==> config.mk <==
export PLATFORM = sky130hd
export DESIGN_NAME = ppot_timer
export DESIGN_NICKNAME = d
export VERILOG_FILES = /design/src/include/ppot_pkg.sv /design/src/rtl/ppot_src_sel.sv /design/src/rtl/ppot_timer.sv
export VERILOG_INCLUDE_DIRS = /design/src /design/src/include
export SDC_FILE = /design/constraint.sdc
export NUM_CORES = 1
export LEC_CHECK = 0
export BUFFER_PORTS_ARGS = -buffer_cell sky130_fd_sc_hd__buf_2
export CAP_MARGIN = 15
export CORE_ASPECT_RATIO = 0.6
export CORE_UTILIZATION = 36
export DETAILED_ROUTE_END_ITERATION = 8
export PLACE_DENSITY = 0.63
export SKIP_CTS_REPAIR_TIMING = 1
export SLEW_MARGIN = 20
export SYNTH_ARGS = -nofsm -noshare
export SYNTH_HDL_FRONTEND = slang
export SYNTH_SLANG_ARGS = --single-unit
==> constraint.sdc <==
create_clock -name CLK -period 2.17 [get_ports CLK]
set_input_delay 0.1085 -clock CLK [delete_from_list [all_inputs] [get_ports CLK]]
set_output_delay 0.1085 -clock CLK [all_outputs]
set_load 0.05 [all_outputs]
==> src/include/ppot_consts.svh <==
// Purpose: constants for the prescaled pulse output timer
// Assumes: 50 MHz system clock
// Notes:   counter width, reset values, source codes, divider end value
`ifndef PPOT_CONSTS_SVH
`define PPOT_CONSTS_SVH
`define PPOT_CNT_W        8
`define PPOT_PRE_RESET    8'hFF
`define PPOT_TMR_RESET    8'hFF
`define PPOT_SRC_F1       3'h0
`define PPOT_SRC_F2       3'h1
`define PPOT_SRC_F8       3'h2
`define PPOT_SRC_OCO      3'h4
`define PPOT_SRC_C32      3'h6
`define PPOT_DIV8_LAST    3'h7
`endif

==> src/include/ppot_pkg.sv <==
// Purpose: types for the prescaled pulse output timer
// Assumes: nothing
// Notes:   io control and software write carriers
package ppot_pkg;
  typedef enum logic [1:0] {
    PPOT_IDLE = 2'b01,
    PPOT_RUN  = 2'b10
  } ppot_state_e;
  typedef struct packed {
    logic start_level;
    logic primary_stop;
    logic secondary_en;
    logic primary_route;
    logic secondary_route;
  } ppot_ioctl_s;
  typedef struct packed {
    logic       pre_we;
    logic       tmr_we;
    logic [7:0] wdata;
  } ppot_wr_s;
endpackage : ppot_pkg

==> src/rtl/ppot_src_sel.sv <==
// Purpose: count source tick generator and selector
// Assumes: oscillator and 32k ticks arrive as one-cycle enables
// Notes:   f2 and f8 are dividers of the system clock
`timescale 1ns/1ns
`include "ppot_consts.svh"
module ppot_src_sel (
  // clock and reset
  input  wire logic       CLK,
  input  wire logic       RST_N,
  // selection and external ticks
  input  wire logic [2:0] SRC_SEL,
  input  wire logic       OCO_TICK,
  input  wire logic       C32_TICK,
  // selected tick
  output logic            TICK
);
  logic [2:0] div;
  wire        tick_f2 = div[0];
  wire        tick_f8 = (div == `PPOT_DIV8_LAST);
  always_ff @(posedge CLK) begin
    if (!RST_N) div <= 3'h0;
    else        div <= div + 3'h1;
  end
  // selection of five sources
  assign TICK = (SRC_SEL == `PPOT_SRC_F1)  ? 1'b1 :
                (SRC_SEL == `PPOT_SRC_F2)  ? tick_f2 :
                (SRC_SEL == `PPOT_SRC_F8)  ? tick_f8 :
                (SRC_SEL == `PPOT_SRC_OCO) ? OCO_TICK :
                (SRC_SEL == `PPOT_SRC_C32) ? C32_TICK : 1'b0;
endmodule : ppot_src_sel

==> src/rtl/ppot_timer.sv <==
// Purpose: pulse output mode of an 8-bit prescaler and 8-bit timer
// Assumes: software strobes are one-cycle pulses synchronous to CLK
// Notes:   pins are split into out, enable and input
// Functional notes
// five selectable internal count sources
// both stages down-count, reload on underflow
// underflow rate source divided by (n+1)(m+1)
// writing start bit one begins counting
// start zero or forced stop halts
// each timer underflow raises interrupt
// primary pin toggles on timer underflow
// reads return live counter values
// stopped write loads reload and counter
// running write targets reload and counter
// running transfer on tick or prescaler underflow
// prescaler on source, timer on prescaler underflow
// polarity bit selects starting output level
// secondary pin drives inverse when enabled
// secondary routed to P3_0 or P3_7
// stop bit halts primary pulse output
// primary routed to P1_7 or P1_5
// mode write resets output to start level
// primary is pulse, port or interrupt input
// toggle and interrupt in underflow cycle
`timescale 1ns/1ns
`include "ppot_consts.svh"
module ppot_timer #(
  parameter int CNT_W = `PPOT_CNT_W
) (
  // clock and reset
  input  wire logic               CLK,
  input  wire logic               RST_N,
  // count source
  input  wire logic [2:0]         SRC_SEL,
  input  wire logic               OCO_TICK,
  input  wire logic               C32_TICK,
  // control strobes
  input  wire logic               START_WE,
  input  wire logic               START_VAL,
  input  wire logic               FORCE_STOP,
  input  wire logic               MODE_WE,
  input  wire ppot_pkg::ppot_wr_s WR,
  input  wire ppot_pkg::ppot_ioctl_s IOCTL,
  // port fallbacks and pin inputs
  input  wire logic               PORT_P1_7_OUT,
  input  wire logic               PORT_P1_5_OUT,
  input  wire logic               PORT_P3_0_OUT,
  input  wire logic               PORT_P3_7_OUT,
  input  wire logic               P1_7_IN,
  input  wire logic               P1_5_IN,
  // status
  output logic                    RUNNING,
  output logic [CNT_W-1:0]        PRE_COUNT,
  output logic [CNT_W-1:0]        TMR_COUNT,
  output logic                    IRQ,
  output logic                    EXT_INT_IN,
  // pins
  output logic                    P1_7_OUT,
  output logic                    P1_5_OUT,
  output logic                    P3_0_OUT,
  output logic                    P3_0_OE,
  output logic                    P3_7_OUT,
  output logic                    P3_7_OE
);
  ppot_pkg::ppot_state_e state;
  logic [CNT_W-1:0] pre_reload;
  logic [CNT_W-1:0] tmr_reload;
  logic             pulse;
  logic             tick;
  wire              run   = (state == ppot_pkg::PPOT_RUN);
  wire              cnt   = run && tick;
  wire              pre_uf = cnt && (PRE_COUNT == '0);
  wire              tmr_uf = pre_uf && (TMR_COUNT == '0);
  wire              pin_out = IOCTL.primary_stop ? 1'b0 : pulse;
  ppot_pkg::ppot_state_e next_state;
  logic             pre_pend;
  logic             tmr_pend;
  // write value widened to the counter width
  wire [CNT_W-1:0]  wr_val   = CNT_W'(WR.wdata);
  wire [CNT_W-1:0]  pre_load = WR.pre_we ? wr_val : pre_reload;
  wire [CNT_W-1:0]  tmr_load = WR.tmr_we ? wr_val : tmr_reload;
  // reload on underflow, on a pending write or on a write in the tick cycle
  wire              pre_take = cnt && (PRE_COUNT == '0 || pre_pend || WR.pre_we);
  wire              tmr_take = pre_uf && (TMR_COUNT == '0 || tmr_pend || WR.tmr_we);

  function automatic logic [CNT_W-1:0] dec1(input logic [CNT_W-1:0] v);
    return v - CNT_W'(1);
  endfunction : dec1

  ppot_src_sel u_src (
    .CLK      (CLK),
    .RST_N    (RST_N),
    .SRC_SEL  (SRC_SEL),
    .OCO_TICK (OCO_TICK),
    .C32_TICK (C32_TICK),
    .TICK     (tick)
  );

  // start, stop and forced stop
  always_comb begin
    next_state = state;
    unique case (state)
      ppot_pkg::PPOT_IDLE: begin
        if (START_WE && START_VAL && !FORCE_STOP) next_state = ppot_pkg::PPOT_RUN;
      end
      ppot_pkg::PPOT_RUN: begin
        if (FORCE_STOP || (START_WE && !START_VAL)) next_state = ppot_pkg::PPOT_IDLE;
      end
      default: next_state = ppot_pkg::PPOT_IDLE;
    endcase
  end

  always_ff @(posedge CLK) begin
    if (!RST_N) state <= ppot_pkg::PPOT_IDLE;
    else        state <= next_state;
  end
  assign RUNNING = run;

  // reload registers take every write
  always_ff @(posedge CLK) begin
    if (!RST_N) begin
      pre_reload <= `PPOT_PRE_RESET;
      tmr_reload <= `PPOT_TMR_RESET;
    end else begin
      if (WR.pre_we) pre_reload <= WR.wdata;
      if (WR.tmr_we) tmr_reload <= WR.wdata;
    end
  end

  // prescaler: stopped write loads directly, running reloads on tick
  always_ff @(posedge CLK) begin
    if (!RST_N) PRE_COUNT <= `PPOT_PRE_RESET;
    else if (WR.pre_we && !run) PRE_COUNT <= wr_val;
    else if (pre_take) PRE_COUNT <= pre_load;
    else if (cnt) PRE_COUNT <= dec1(PRE_COUNT);
  end

  // running write waits for the next tick
  always_ff @(posedge CLK) begin
    if (!RST_N) pre_pend <= 1'b0;
    else if (WR.pre_we) pre_pend <= run && !cnt;
    else if (cnt) pre_pend <= 1'b0;
  end

  // timer counts prescaler underflows
  always_ff @(posedge CLK) begin
    if (!RST_N) TMR_COUNT <= `PPOT_TMR_RESET;
    else if (WR.tmr_we && !run) TMR_COUNT <= wr_val;
    else if (tmr_take) TMR_COUNT <= tmr_load;
    else if (pre_uf) TMR_COUNT <= dec1(TMR_COUNT);
  end

  // running write waits for the next prescaler underflow
  always_ff @(posedge CLK) begin
    if (!RST_N) tmr_pend <= 1'b0;
    else if (WR.tmr_we) tmr_pend <= run && !pre_uf;
    else if (pre_uf) tmr_pend <= 1'b0;
  end

  // pulse level: mode write sets start level, underflow toggles
  always_ff @(posedge CLK) begin
    if (!RST_N) pulse <= 1'b0;
    else if (MODE_WE) pulse <= IOCTL.start_level;
    else if (tmr_uf) pulse <= ~pulse;
  end

  // interrupt in underflow cycle
  assign IRQ = tmr_uf;

  // primary routing and port fallback
  assign P1_7_OUT   = IOCTL.primary_route ? PORT_P1_7_OUT : pin_out;
  assign P1_5_OUT   = IOCTL.primary_route ? pin_out : PORT_P1_5_OUT;
  assign EXT_INT_IN = IOCTL.primary_route ? P1_5_IN : P1_7_IN;

  // secondary inverse output and routing; primary stop leaves it pulsing
  assign P3_0_OUT = (IOCTL.secondary_en && !IOCTL.secondary_route) ? ~pulse : PORT_P3_0_OUT;
  assign P3_0_OE  = 1'b1;
  assign P3_7_OUT = (IOCTL.secondary_en && IOCTL.secondary_route) ? ~pulse : PORT_P3_7_OUT;
  assign P3_7_OE  = 1'b1;
endmodule : ppot_timer

# == After elaboration in Yosys (flattened, before gate mapping) ==
# Cells that the tools add are included.
# W data, S select, Z words.
# totals
out_inout_bits,25
ff_bits,40
in_bits,32
elab_cells,84
# classes
n_reduce_logical,34
n_addsub,3
eq_ne,9
bitwise_logic,1
mux,28
# ops
op,n
$mux W8,8
$mux W1,17
$logic_not A8 Y1,2
$sub A8 B1 Y8 const B,2
$logic_and A1 B1 Y1,14
$eq A3 B3 Y1 const B,3
$logic_not A1 Y1,6
$reduce_bool A2 Y1,3
$reduce_bool A3 Y1,2
$logic_or A1 B1 Y1,5
$mux W2,2
$pmux W2 S2,1
$add A3 B1 Y3 const B,1
$eq A3 B1 Y1 const B,1
$eq A3 B2 Y1 const B,1
$logic_not A3 Y1,1
$eq A2 B1 Y1 const B,1
$eq A2 B2 Y1 const B,1
$ne A2 B1 Y1 const B,1
$ne A2 B2 Y1 const B,1
$reduce_and A2 Y1,1
$not A1 Y1,1

# == Longest topological paths before layout ==
# Gate-level depths: netlist (run 1).
# logic_depth
ltp_word,11
ltp_mapped,9
depth_no_buf,7

# == Hierarchy ==
# Synthesis (run 1) repeated with hierarchy kept, for this count alone.
# hier_totals
hier_cells,243
hier_area_um2,2162.1
# modules_own_cells
mod,cells_each,n_inst,area_per_inst_um2,seq_area_each_um2
ppot_timer,228,1,2011.9,740.7
ppot_src_sel,15,1,150.1,60.1

# == Worst setup path before layout (run 1) ==
# OpenSTA, ideal clock, no wires.
# synth_timing
path_kind,reg-to-reg
start,reg PRE_COUNT[2]
end,reg pulse
path_slack_ns,-0.361
setup_time_ns,0.119
arrival_time_ns,2.412
stages_incl_launch_ff,6
required_ns,2.051
n_path_buf,0
period_less_slack_ns,2.531
cell_sequence,dfxtp_1 nor4_4 nand3_2 nor4_2 xnor2_1 a21oi_1
# synth_via
elab_chain_cells,4
# synth_rtl
item,line_no,source
from (decl),ppot_timer.sv:53,"output logic [CNT_W-1:0] PRE_COUNT,"
from (signal assigned),ppot_timer.sv:132,if (!RST_N) PRE_COUNT <= `PPOT_PRE_RESET;
from (signal assigned),ppot_timer.sv:133,else if (WR.pre_we && !run) PRE_COUNT <= wr_val;
from (signal assigned),ppot_timer.sv:134,else if (pre_take) PRE_COUNT <= pre_load;
$logic_not A8 Y1,ppot_timer.sv:72,wire pre_uf = cnt && (PRE_COUNT == '0);
$logic_and A1 B1 Y1,ppot_timer.sv:72,
$logic_and A1 B1 Y1,ppot_timer.sv:73,wire tmr_uf = pre_uf && (TMR_COUNT == '0);
net IRQ,ppot_timer.sv:55,"output logic IRQ,"
$reduce_bool A2 Y1 (no line),-,
to (signal assigned),ppot_timer.sv:163,else if (MODE_WE) pulse <= IOCTL.start_level;
to (signal assigned),ppot_timer.sv:164,else if (tmr_uf) pulse <= ~pulse;
to (decl),ppot_timer.sv:68,logic pulse;
# The timed path passes the listed nets, and every way through them passes these cells.
# A chain may end at the register's enable or synchronous reset.

# == Worst setup path after layout (run 1) ==
# layout_timing
start,reg u_src.div[0]
end,out IRQ
# layout_via
elab_chain_cells,7
# layout_rtl
item,line_no,source
from (decl),ppot_src_sel.sv:17,logic [2:0] div;
from (signal assigned),ppot_src_sel.sv:22,else div <= div + 3'h1;
$eq A3 B3 Y1 (no line),-,
$mux W1,ppot_src_sel.sv:27,(SRC_SEL == `PPOT_SRC_F8) ? tick_f8 :
$mux W1 (*),ppot_src_sel.sv:26,(SRC_SEL == `PPOT_SRC_F2) ? tick_f2 :
$mux W1 (*),ppot_src_sel.sv:25,assign TICK = (SRC_SEL == `PPOT_SRC_F1) ? 1'b1 :
$logic_and A1 B1 Y1 (*),ppot_timer.sv:71,wire cnt = run && tick;
$logic_and A1 B1 Y1 (*),ppot_timer.sv:72,
$logic_and A1 B1 Y1 (*),ppot_timer.sv:73,
to (decl),ppot_timer.sv:55,
# Mark *: on every way between the ends. The rest lies on a longest branch, timed or not.

==> results of run 1 <==
==> routing by layer <==
metal,GRT usage (%),vias to the layer above
met4,3.750,0
li1,-,1031
met2,23.76,55
met1,26.97,964
met3,4.555,2
met5,0,-
==> cell usage after synthesis (4+ instances only) <==
master     number
nor2_1         14
mux2i_1        13
nand3_1        10
o2111ai_2       4
a211o_1         8
xnor2_1         7
a221oi_1        4
mux2_2          6
o21ai_0         7
clkbuf_1        6
ha_1            6
a21oi_1        10
nor2b_1         7
inv_1          12
nand4_1         6
dfxtp_1        40
nand2_1        37
nand2b_1        4
==> area by class of cell <==
cell class	count	area [sq um]	area share [%]
well taps	80	100.1	3.633
repair buffers	64	355.3	12.90
clock inverters	2	10.01	0.3633
flip-flops and latches	40	800.8	29.06
multi-input cells	191	1358	49.27
clock buffers	6	82.58	2.997
inverters	13	48.80	1.771
==> worst max path at each step <==
stage                      start           end  slack (ns)  cells after the start
floorplan           PRE_COUNT[0]  PRE_COUNT[0]        0.03                      6
global placement    u_src.div[0]  PRE_COUNT[6]        0.20                      7
detailed placement  u_src.div[0]  PRE_COUNT[7]        0.10                      7
CTS                 u_src.div[0]           IRQ        0.05                      6
global route        u_src.div[0]           IRQ        0.01                      6
finish              u_src.div[0]           IRQ        0.12                      6
==> metrics by stage <==
stage | hold slack (ns) | cell area, sq um | total power, mW | utilization [%] | setup slack, ns
2_1_floorplan | 0.2000 | 2287 | 1.135 | - | 0.02748
6_report | 0.007061 | 2755 | 1.760 | 47.45 | 0.1154
5_1_grt | 0.004972 | 2755 | 1.850 | 47.45 | 0.01388
3_5_place_dp | 0.3062 | 2643 | 1.255 | 45.51 | 0.1027
4_1_cts | -0.004060 | 2735 | 1.779 | 47.10 | 0.04874
3_3_place_gp | 0.2975 | 2643 | 1.250 | 45.51 | 0.1954
==> layout by cell type, fill, tap and decap left out, types with 8 or more instances in the layout <==
| cell type | count |
|---|---|
| inv_1 | 12 |
| a211o_1 | 8 |
| buf_2 | 53 |
| buf_4 | 9 |
| mux2i_1 | 13 |
| nor2_1 | 14 |
| nand2_1 | 37 |
| a21oi_1 | 9 |
| dfxtp_1 | 40 |
| nand3_1 | 10 |
==> registers in the layout (all words and copies together), names as in the netlist <==
name and cells:
PRE_COUNT 8, TMR_COUNT 8, pre_reload 8, tmr_reload 8, u_src.div 3, state 2, pre_pend 1, pulse 1
tmr_pend 1
==> cell families (layout without fill, tap and decap cells) <==
family                   Yosys count  in the layout  share of synthesized area (%)
XOR/XNOR                          10             10                          3.866
AND/OR/NAND/NOR                   98             98                          22.70
flip-flops                        40             40                          35.34
other                              1              2                         0.1655
AO/OA/AOI/OAI                     55             55                          19.27
buffers and inverters             28             85                          6.129
multiplexers                      20             20                          9.221
adder cells (fa/ha/maj)            6              6                          3.313
==> power groups by stage <==
stage,sequential (mW),combinational (mW),clock (mW)
after floorplan,0.920,0.214,0
after global placement,0.845,0.405,0
after detailed placement,0.845,0.410,0
after CTS,0.828,0.411,0.539
after global routing,0.835,0.446,0.569
final,0.828,0.411,0.521
==> worst register-to-register path, cell delays in order (launching register included) <==
cell,delay [ns]
dfxtp_1,0.37
ha_1,0.16
ha_1,0.14
o21bai_1,0.09
a221o_1,0.34
or3_1,0.37
buf_6,0.17
a211o_1,0.23
nand4_1,0.09
==> reports/qor.yml, run 1 <==
synthesis:
  ys.flop_type: "dfxtp_1"
  ys_top_cells_by_area: "dfxtp_1, nand2_1, mux2i_1"
  async_reset_ff_share_pct: 0
  yosysSeqAreaShare_pct: 35.34
  synth_enable_flop_cells: 0
  synth_area_sq_um: 2266
  synth_cells: 258
  yosysWarningCount: 0
  avgSynthCellArea_sq_um: 8.783
  synth_top_area_share_pct: 35.34
  synth_cell_types: 53
  synth_top_area_cell: "dfxtp_1"
  yosys_register_bits: 40
placement:
  gp_congestion: 0.7641
  placedCellCount: 388
  io_buffers: 54
  dpl.hpwl_um: 4271
critical_path:
  cp_num_buf_inv: 1
  r2r-start: "u_src.div[0]"
  arrival_ns: 1.95
  rr_worst_depth: 8
  cp_slowest_cell: "dfxtp_1"
  crit_type: "flip-flop to output pin"
  crit_path_max_fanout: 3
  critPathMaxStageDelay_ns: 0.37
  reg2reg_slack_ns: 0.13
  required_ns: 2.06
  r2r_end: "TMR_COUNT[6]"
  cp_common_cell: "ha_1"
  cp_cell_sequence: "ha_1 -> ha_1 -> o21bai_1 -> a221o_1 -> nor4_4 -> buf_6"
  cpLargestDelayFamily: "compound AO/OA/AOI/OAI gates"
  start_kind: "flip-flop"
  crit_path_end_kind: "output pin"
cells_and_area:
  drive_gt1_share_pct: 28.80
  fillers: 603
  final_nets: 353
  antenna_cells: 0
  area_delta_synth_final_pct: 21.59
  finalNonFillerCells: 396
power_and_ir_drop:
  p_leak_nw: 1.229
  p_sw_share_pct: 33.04
  power.density_nw_per_um2: 638.8
  p_seq_share_pct: 47.0
  combPwrFrac_pct: 23.3
  power.switching_mw: 0.5815
  clkPwrFrac_pct: 29.6
  ir_drop_mv: 0.3347
  p_int_mw: 1.179
die:
  rows: 21
  core_sq_um: 5807
  die_area_sq_um: 6626
  die_h_um: 63.46
  dieWidth_um: 104.4
  initial_core_util_pct: 39.02
  io_pins: 57
clocking:
  cts_tree: "built"
  clkTransAtPathRegs_ns: 0.08
  clockRootBuffer: "clkbuf_8"
  htree_levels: 2
  clk_path_buf_depth: 2
  clock_sinks: 40
  cts_buffers: 5
  worstSkewPairLatency_ns: 0.29
global_routing:
  grt_overflow: 0
  grt_max_degree: 20
  antenna_found_initial: 0
  grt_pass1_vias: 1860
  grt_pass1_wl_um: 9211
  track_usage_pct: 17.53
sta:
  setup_viol: 0
  hold_violations: 0
  min_period_over_period_pct: 94.68
  slew_viol_final: 0
  clock_skew_ns: 0.008269
  rsz0062_at_grt: "false"
  layout_min_cycle_time_ns: 2.055
  max_freq_mhz: 486.7
  fin_setup_tns_ns: 0
drt:
  num_vias: 2052
  drtIter0Drc: 71
  met3WireLength_um: 395
  ant_nets: 0
  via_per_inst: 5.182
  wl_per_cell_um: 13.97
  drt-met1-wl_um: 2981
  routed_wl_um: 5532
  maxUsedRoutingLayer: "met4"
  firstDrtPassIters: 4
  drc: 0
  routed-wl-met2_um: 2139
worst_hold_path:
  hold_start: "FORCE_STOP"
  hold_end: "state[1]"
  min_path_type: "primary input to flip-flop"
  whs_path_depth: 2
status:
  status: "complete, no violations"
job:
  drv_cap: 0
No activity file was read; power rests on OpenSTA's default activity.
==> inputs of run 2 (changes only) <==
--- a/config.mk
+++ b/config.mk
@@ -9,9 +9,9 @@
 export BUFFER_PORTS_ARGS = -buffer_cell sky130_fd_sc_hd__buf_2
 export CAP_MARGIN = 15
 export CORE_ASPECT_RATIO = 0.6
-export CORE_UTILIZATION = 36
+export CORE_UTILIZATION = 45
 export DETAILED_ROUTE_END_ITERATION = 8
-export PLACE_DENSITY = 0.63
+export PLACE_DENSITY = 0.74
 export SKIP_CTS_REPAIR_TIMING = 1
 export SLEW_MARGIN = 20
 export SYNTH_ARGS = -nofsm -noshare
==> reports/qor.yml, run 2 (synthesized netlist as in run 1, its figures left out) <==
clocking:
  cts_buffers: 5
  cts_tree: "built"
  clk_path_buf_depth: 2
  worstSkewPairLatency_ns: 0.28
  clock_sinks: 40
  clockRootBuffer: "clkbuf_8"
  clkTransAtPathRegs_ns: 0.08
  htree_levels: 2
placement:
  gp_congestion: 0.8188
  post_dp_cell_area_sq_um: 2614
  io_buffers: 54
  dpl.hpwl_um: 4177
  placedCellCount: 370
power_and_ir_drop:
  combPwrFrac_pct: 21.6
  power.density_nw_per_um2: 687.2
  p_int_mw: 1.331
  clkPwrFrac_pct: 34.7
  ir_drop_mv: 0.3667
  p_seq_share_pct: 43.7
  power.switching_mw: 0.5676
  p_sw_share_pct: 29.90
  p_leak_nw: 1.240
cells_and_area:
  final_nets: 353
  area_delta_synth_final_pct: 21.92
  drive_gt1_share_pct: 28.16
  finalNonFillerCells: 379
  seq_area_sq_um: 800.8
  finalCoreUtilization_pct: 58.69
  fillers: 454
  antenna_cells: 0
  final_cell_mix: "buf_2, dfxtp_1, nand2_1, nor2_1, mux2i_1"
  multi_input_area_sq_um: 1354
  design_area_sq_um: 2763
  final_common_cell: "buf_2"
critical_path:
  crit_type: "flip-flop to output pin"
  cp_num_buf_inv: 1
  critPathMaxStageDelay_ns: 0.36
  crit_path_max_fanout: 3
  start_kind: "flip-flop"
  arrival_ns: 1.95
  crit_path_end_kind: "output pin"
  cp_common_cell: "ha_1"
  cpLargestDelayFamily: "compound AO/OA/AOI/OAI gates"
  cp_cell_sequence: "ha_1 -> ha_1 -> o21bai_1 -> a221o_1 -> nor4_4 -> buf_4"
  cp_slowest_cell: "dfxtp_1"
  required_ns: 2.06
global_routing:
  use_met3_pct: 4.267
  antenna_found_initial: 0
  track_usage_pct: 21.65
  grtUsageMet1_pct: 32.28
  use_met2_pct: 33.09
  grt_overflow: 0
  grt_pass1_wl_um: 9087
  grt_pass1_vias: 1954
  grt.busiest_layer: "met2"
  grt_max_degree: 27
status:
  status: "complete, no violations"
job:
  drv_cap: 0
die:
  initial_core_util_pct: 48.14
  rows: 19
  core_sq_um: 4707
  io_pins: 57
  dieWidth_um: 93.61
  die_area_sq_um: 5332
  die_h_um: 56.97
worst_hold_path:
  min_path_type: "primary input to flip-flop"
sta:
  hold_violations: 0
  setup_viol: 0
  slew_viol_final: 0
  worstMarginPinSlew_ns: 0.6679
  fin_setup_tns_ns: 0
  layout_min_cycle_time_ns: 2.057
  slew_headroom_pct: 55.48
  min_period_over_period_pct: 94.77
  rsz0062_at_grt: "false"
  clock_skew_ns: 0.005308
  max_freq_mhz: 486.3
drt:
  ant_nets: 0
  drc: 0
  num_vias: 2042
  routed_wl_um: 5451
  wl_per_cell_um: 14.38
  drtIter0Drc: 76
  via_per_inst: 5.388
  firstDrtPassIters: 4
==> run 2: cell types whose count changed in the layout (fill, tap and decap cells not counted), sizes merged <==
cell and delta:
buf -1, bufinv +1, clkbuf +1, clkinv -2
dlygate4sd3 +1
==> run 2: through the flow <==
step | hold slack (ns) | power, mW | worst slack, ns
floorplan | 0.2000 | 1.135 | 0.02748
global placement | 0.2942 | 1.245 | 0.2125
detailed placement | 0.2975 | 1.253 | 0.1532
CTS | -0.008846 | 1.913 | 0.03980
global route | 0.06720 | 1.996 | 0.002891
finish | 0.07017 | 1.898 | 0.1135
==> run 2: worst paths after layout <==
| kind | cells past startpoint | startpoint | end | slack (ns) |
|---|---|---|---|---|
| max | 6 | u_src.div[0] | IRQ | 0.11 |
| min | 2 | RST_N | pre_reload[0] | 0.07 |
| max reg2reg | 7 | u_src.div[0] | PRE_COUNT[6] | 0.14 |
| min reg2reg | 1 | u_src.div[0] | u_src.div[0] | 0.46 |
==> run 2: routing by layer <==
layer,vias up,wire length (um)
met5,-,0
li1,1034,-
met2,68,2244
met4,0,10
met1,938,2822
met3,2,374
==> run 2: final cells by class <==
type / count / share of cell area [%]
Clock buffer: 7 / 3.487
Clock inverter: 1 / 1.087
Inverter: 13 / 1.766
Multi-Input combinational cell: 191 / 49.00
Sequential cell: 40 / 28.99
Tap cell: 63 / 2.853
Timing Repair Buffer: 64 / 12.82
==> run 2: power by group through the flow <==
stage	sequential (mW)	combinational, mW	clock, mW
floorplan	0.920	0.214	0
global placement	0.845	0.400	0
detailed placement	0.846	0.406	0
CTS	0.829	0.408	0.676
global route	0.838	0.444	0.715
finish	0.829	0.410	0.659
==> inputs of run 3 (changes only) <==
--- a/config.mk
+++ b/config.mk
@@ -11,9 +11,10 @@
 export CORE_ASPECT_RATIO = 0.6
 export CORE_UTILIZATION = 45
 export DETAILED_ROUTE_END_ITERATION = 8
-export PLACE_DENSITY = 0.74
+export PLACE_DENSITY = 0.75
 export SKIP_CTS_REPAIR_TIMING = 1
 export SLEW_MARGIN = 20
 export SYNTH_ARGS = -nofsm -noshare
 export SYNTH_HDL_FRONTEND = slang
+export SYNTH_HIERARCHICAL = 1
 export SYNTH_SLANG_ARGS = --single-unit
==> reports/qor.yml, run 3 <==
critical_path:
  crit_path_end_kind: "output pin"
  arrival_ns: 1.98
  crit_path_max_fanout: 5
  startpoint: "u_src/div[0]"
  start_kind: "flip-flop"
  required_ns: 2.06
  crit_type: "flip-flop to output pin"
  r2r-start: "u_src/div[0]"
drt:
  via_per_inst: 5.385
  routed_wl_um: 5115
  drtIter0Drc: 109
  firstDrtPassIters: 5
  drc: 0
  num_vias: 1944
  ant_nets: 0
  wl_per_cell_um: 14.17
synthesis:
  yosys_register_bits: 40
  synth_cells: 243
  yosysMostFrequentCell: "dfxtp_1"
  ys.flop_type: "dfxtp_1"
  yosysSeqAreaShare_pct: 37.04
  avgSynthCellArea_sq_um: 8.897
  async_reset_ff_share_pct: 0
  synth_cell_types: 50
  synth_top_area_cell: "dfxtp_1"
  ys_top_cells_by_count: "dfxtp_1, nand2_1, a221oi_1"
  synth_area_sq_um: 2162
  synth_enable_flop_cells: 0
  ys_top_cells_by_area: "dfxtp_1, mux2i_1, nand2_1"
  synth_top_area_share_pct: 37.04
  yosysWarningCount: 6
sta:
  layout_min_cycle_time_ns: 2.084
  worst_hold_slack_ns: 0.03652
  rsz0062_at_grt: "false"
  min_period_over_period_pct: 96.03
  fin_setup_tns_ns: 0
  max_freq_mhz: 479.9
  slew_viol_final: 0
  clock_skew_ns: 0.004339
  hold_violations: 0
  setup_viol: 0
die:
  initial_core_util_pct: 47.12
  io_pins: 57
  die_h_um: 55.69
  die_area_sq_um: 5095
  core_sq_um: 4588
  dieWidth_um: 91.49
  rows: 19
clocking:
  clk_path_buf_depth: 2
  clockRootBuffer: "clkbuf_8"
  clkTransAtPathRegs_ns: 0.08
  cts_tree: "built"
  clock_sinks: 40
  worstSkewPairLatency_ns: 0.29
  htree_levels: 2
  cts_buffers: 5
worst_hold_path:
  hold_start: "FORCE_STOP"
  min_path_type: "primary input to flip-flop"
global_routing:
  grt_pass1_wl_um: 8735
  grt_pass1_vias: 1801
  grt_max_degree: 21
  grt_overflow: 0
  track_usage_pct: 21.65
  antenna_found_initial: 0
cells_and_area:
  antenna_cells: 0
  final_common_cell: "buf_2"
  drive_gt1_share_pct: 28.52
  final_cell_mix: "buf_2, dfxtp_1, nand2_1, a221oi_1, mux2i_1"
  fillers: 439
  area_delta_synth_final_pct: 20.83
  final_nets: 336
placement:
  io_buffers: 54
  gp_congestion: 0.8116
  dpl.hpwl_um: 3785
power_and_ir_drop:
  power.density_nw_per_um2: 730.7
  p_leak_nw: 1.162
  ir_drop_mv: 0.4249
job:
  drv_cap: 0
status:
  status: "complete, no violations"
run 3: layer usage:
metal / global-route usage [%] / routed length [um] / vias to the layer above
met3: 5.191 / 339 / 4
met1: 32.40 / 2683 / 908
li1: - / - / 981
met4: 5.442 / 36 / 0
met2: 30.93 / 2055 / 51
met5: 0 / 0 / -
run 3: where the power goes:
group | total, mW | leakage, nW | switching [mW] | internal, mW
sequential | 0.831 | 0.332 | 0.0483 | 0.782
combinational | 0.370 | 0.765 | 0.245 | 0.125
clock | 0.708 | 0.0642 | 0.255 | 0.453
run 3: kinds of logic (layout without fill, tap and decap cells):
kind of cell / after synthesis / in the layout / synth area share, %
fa+ha+maj: 6 / 6 / 3.472
compound gates: 57 / 57 / 19.16
flops: 40 / 40 / 37.04
xor+xnor: 9 / 9 / 3.993
other cells: 1 / 2 / 0.1734
simple gates: 90 / 90 / 22.57
buf+inv: 22 / 76 / 5.092
mux: 18 / 18 / 8.507
run 3: worst max-delay path: stages (launching register included):
cell and delay, ns:
dfxtp_1 0.32, ha_1 0.19, ha_1 0.18, a22oi_2 0.13, o21ai_1 0.07, and3b_2 0.25
and3_4 0.17, and3_4 0.15, buf_2 0.21
run 3: worst paths after layout:
check / end / slack (ns) / depth (start not counted)
worst max-delay path: IRQ / 0.09 / 8
worst min-delay path: state[0] / 0.04 / 2
worst max register to register: TMR_COUNT[0] / 0.23 / 9
worst min register to register: u_src/div[0] / 0.44 / 1
run 3: layout make-up:
type	count	area (sq um)	share of cell area, %
multi-input combinational	182	1255	48.04
sequential	40	800.8	30.65
timing repair buffer	60	315.3	12.07
tap	63	78.83	3.017
clock buffer	5	68.82	2.634
clock inverter	2	60.06	2.299
inverter	9	33.78	1.293
run 3: stage by stage:
| stage | util [%] | area (sq um) | total power, mW | instances | worst slack [ns] |
|---|---|---|---|---|---|
| 2_1_floorplan | - | 2166 | 1.111 | 244 | 0.09922 |
| 6_report | 56.94 | 2613 | 1.909 | 361 | 0.08624 |
| 5_1_grt | 56.94 | 2613 | 1.992 | 361 | 0.0002567 |
| 3_3_place_gp | 54.13 | 2484 | 1.210 | 354 | 0.2881 |
| 3_5_place_dp | 54.13 | 2484 | 1.216 | 354 | 0.2395 |
| 4_1_cts | 56.94 | 2613 | 1.918 | 361 | 0.07361 |
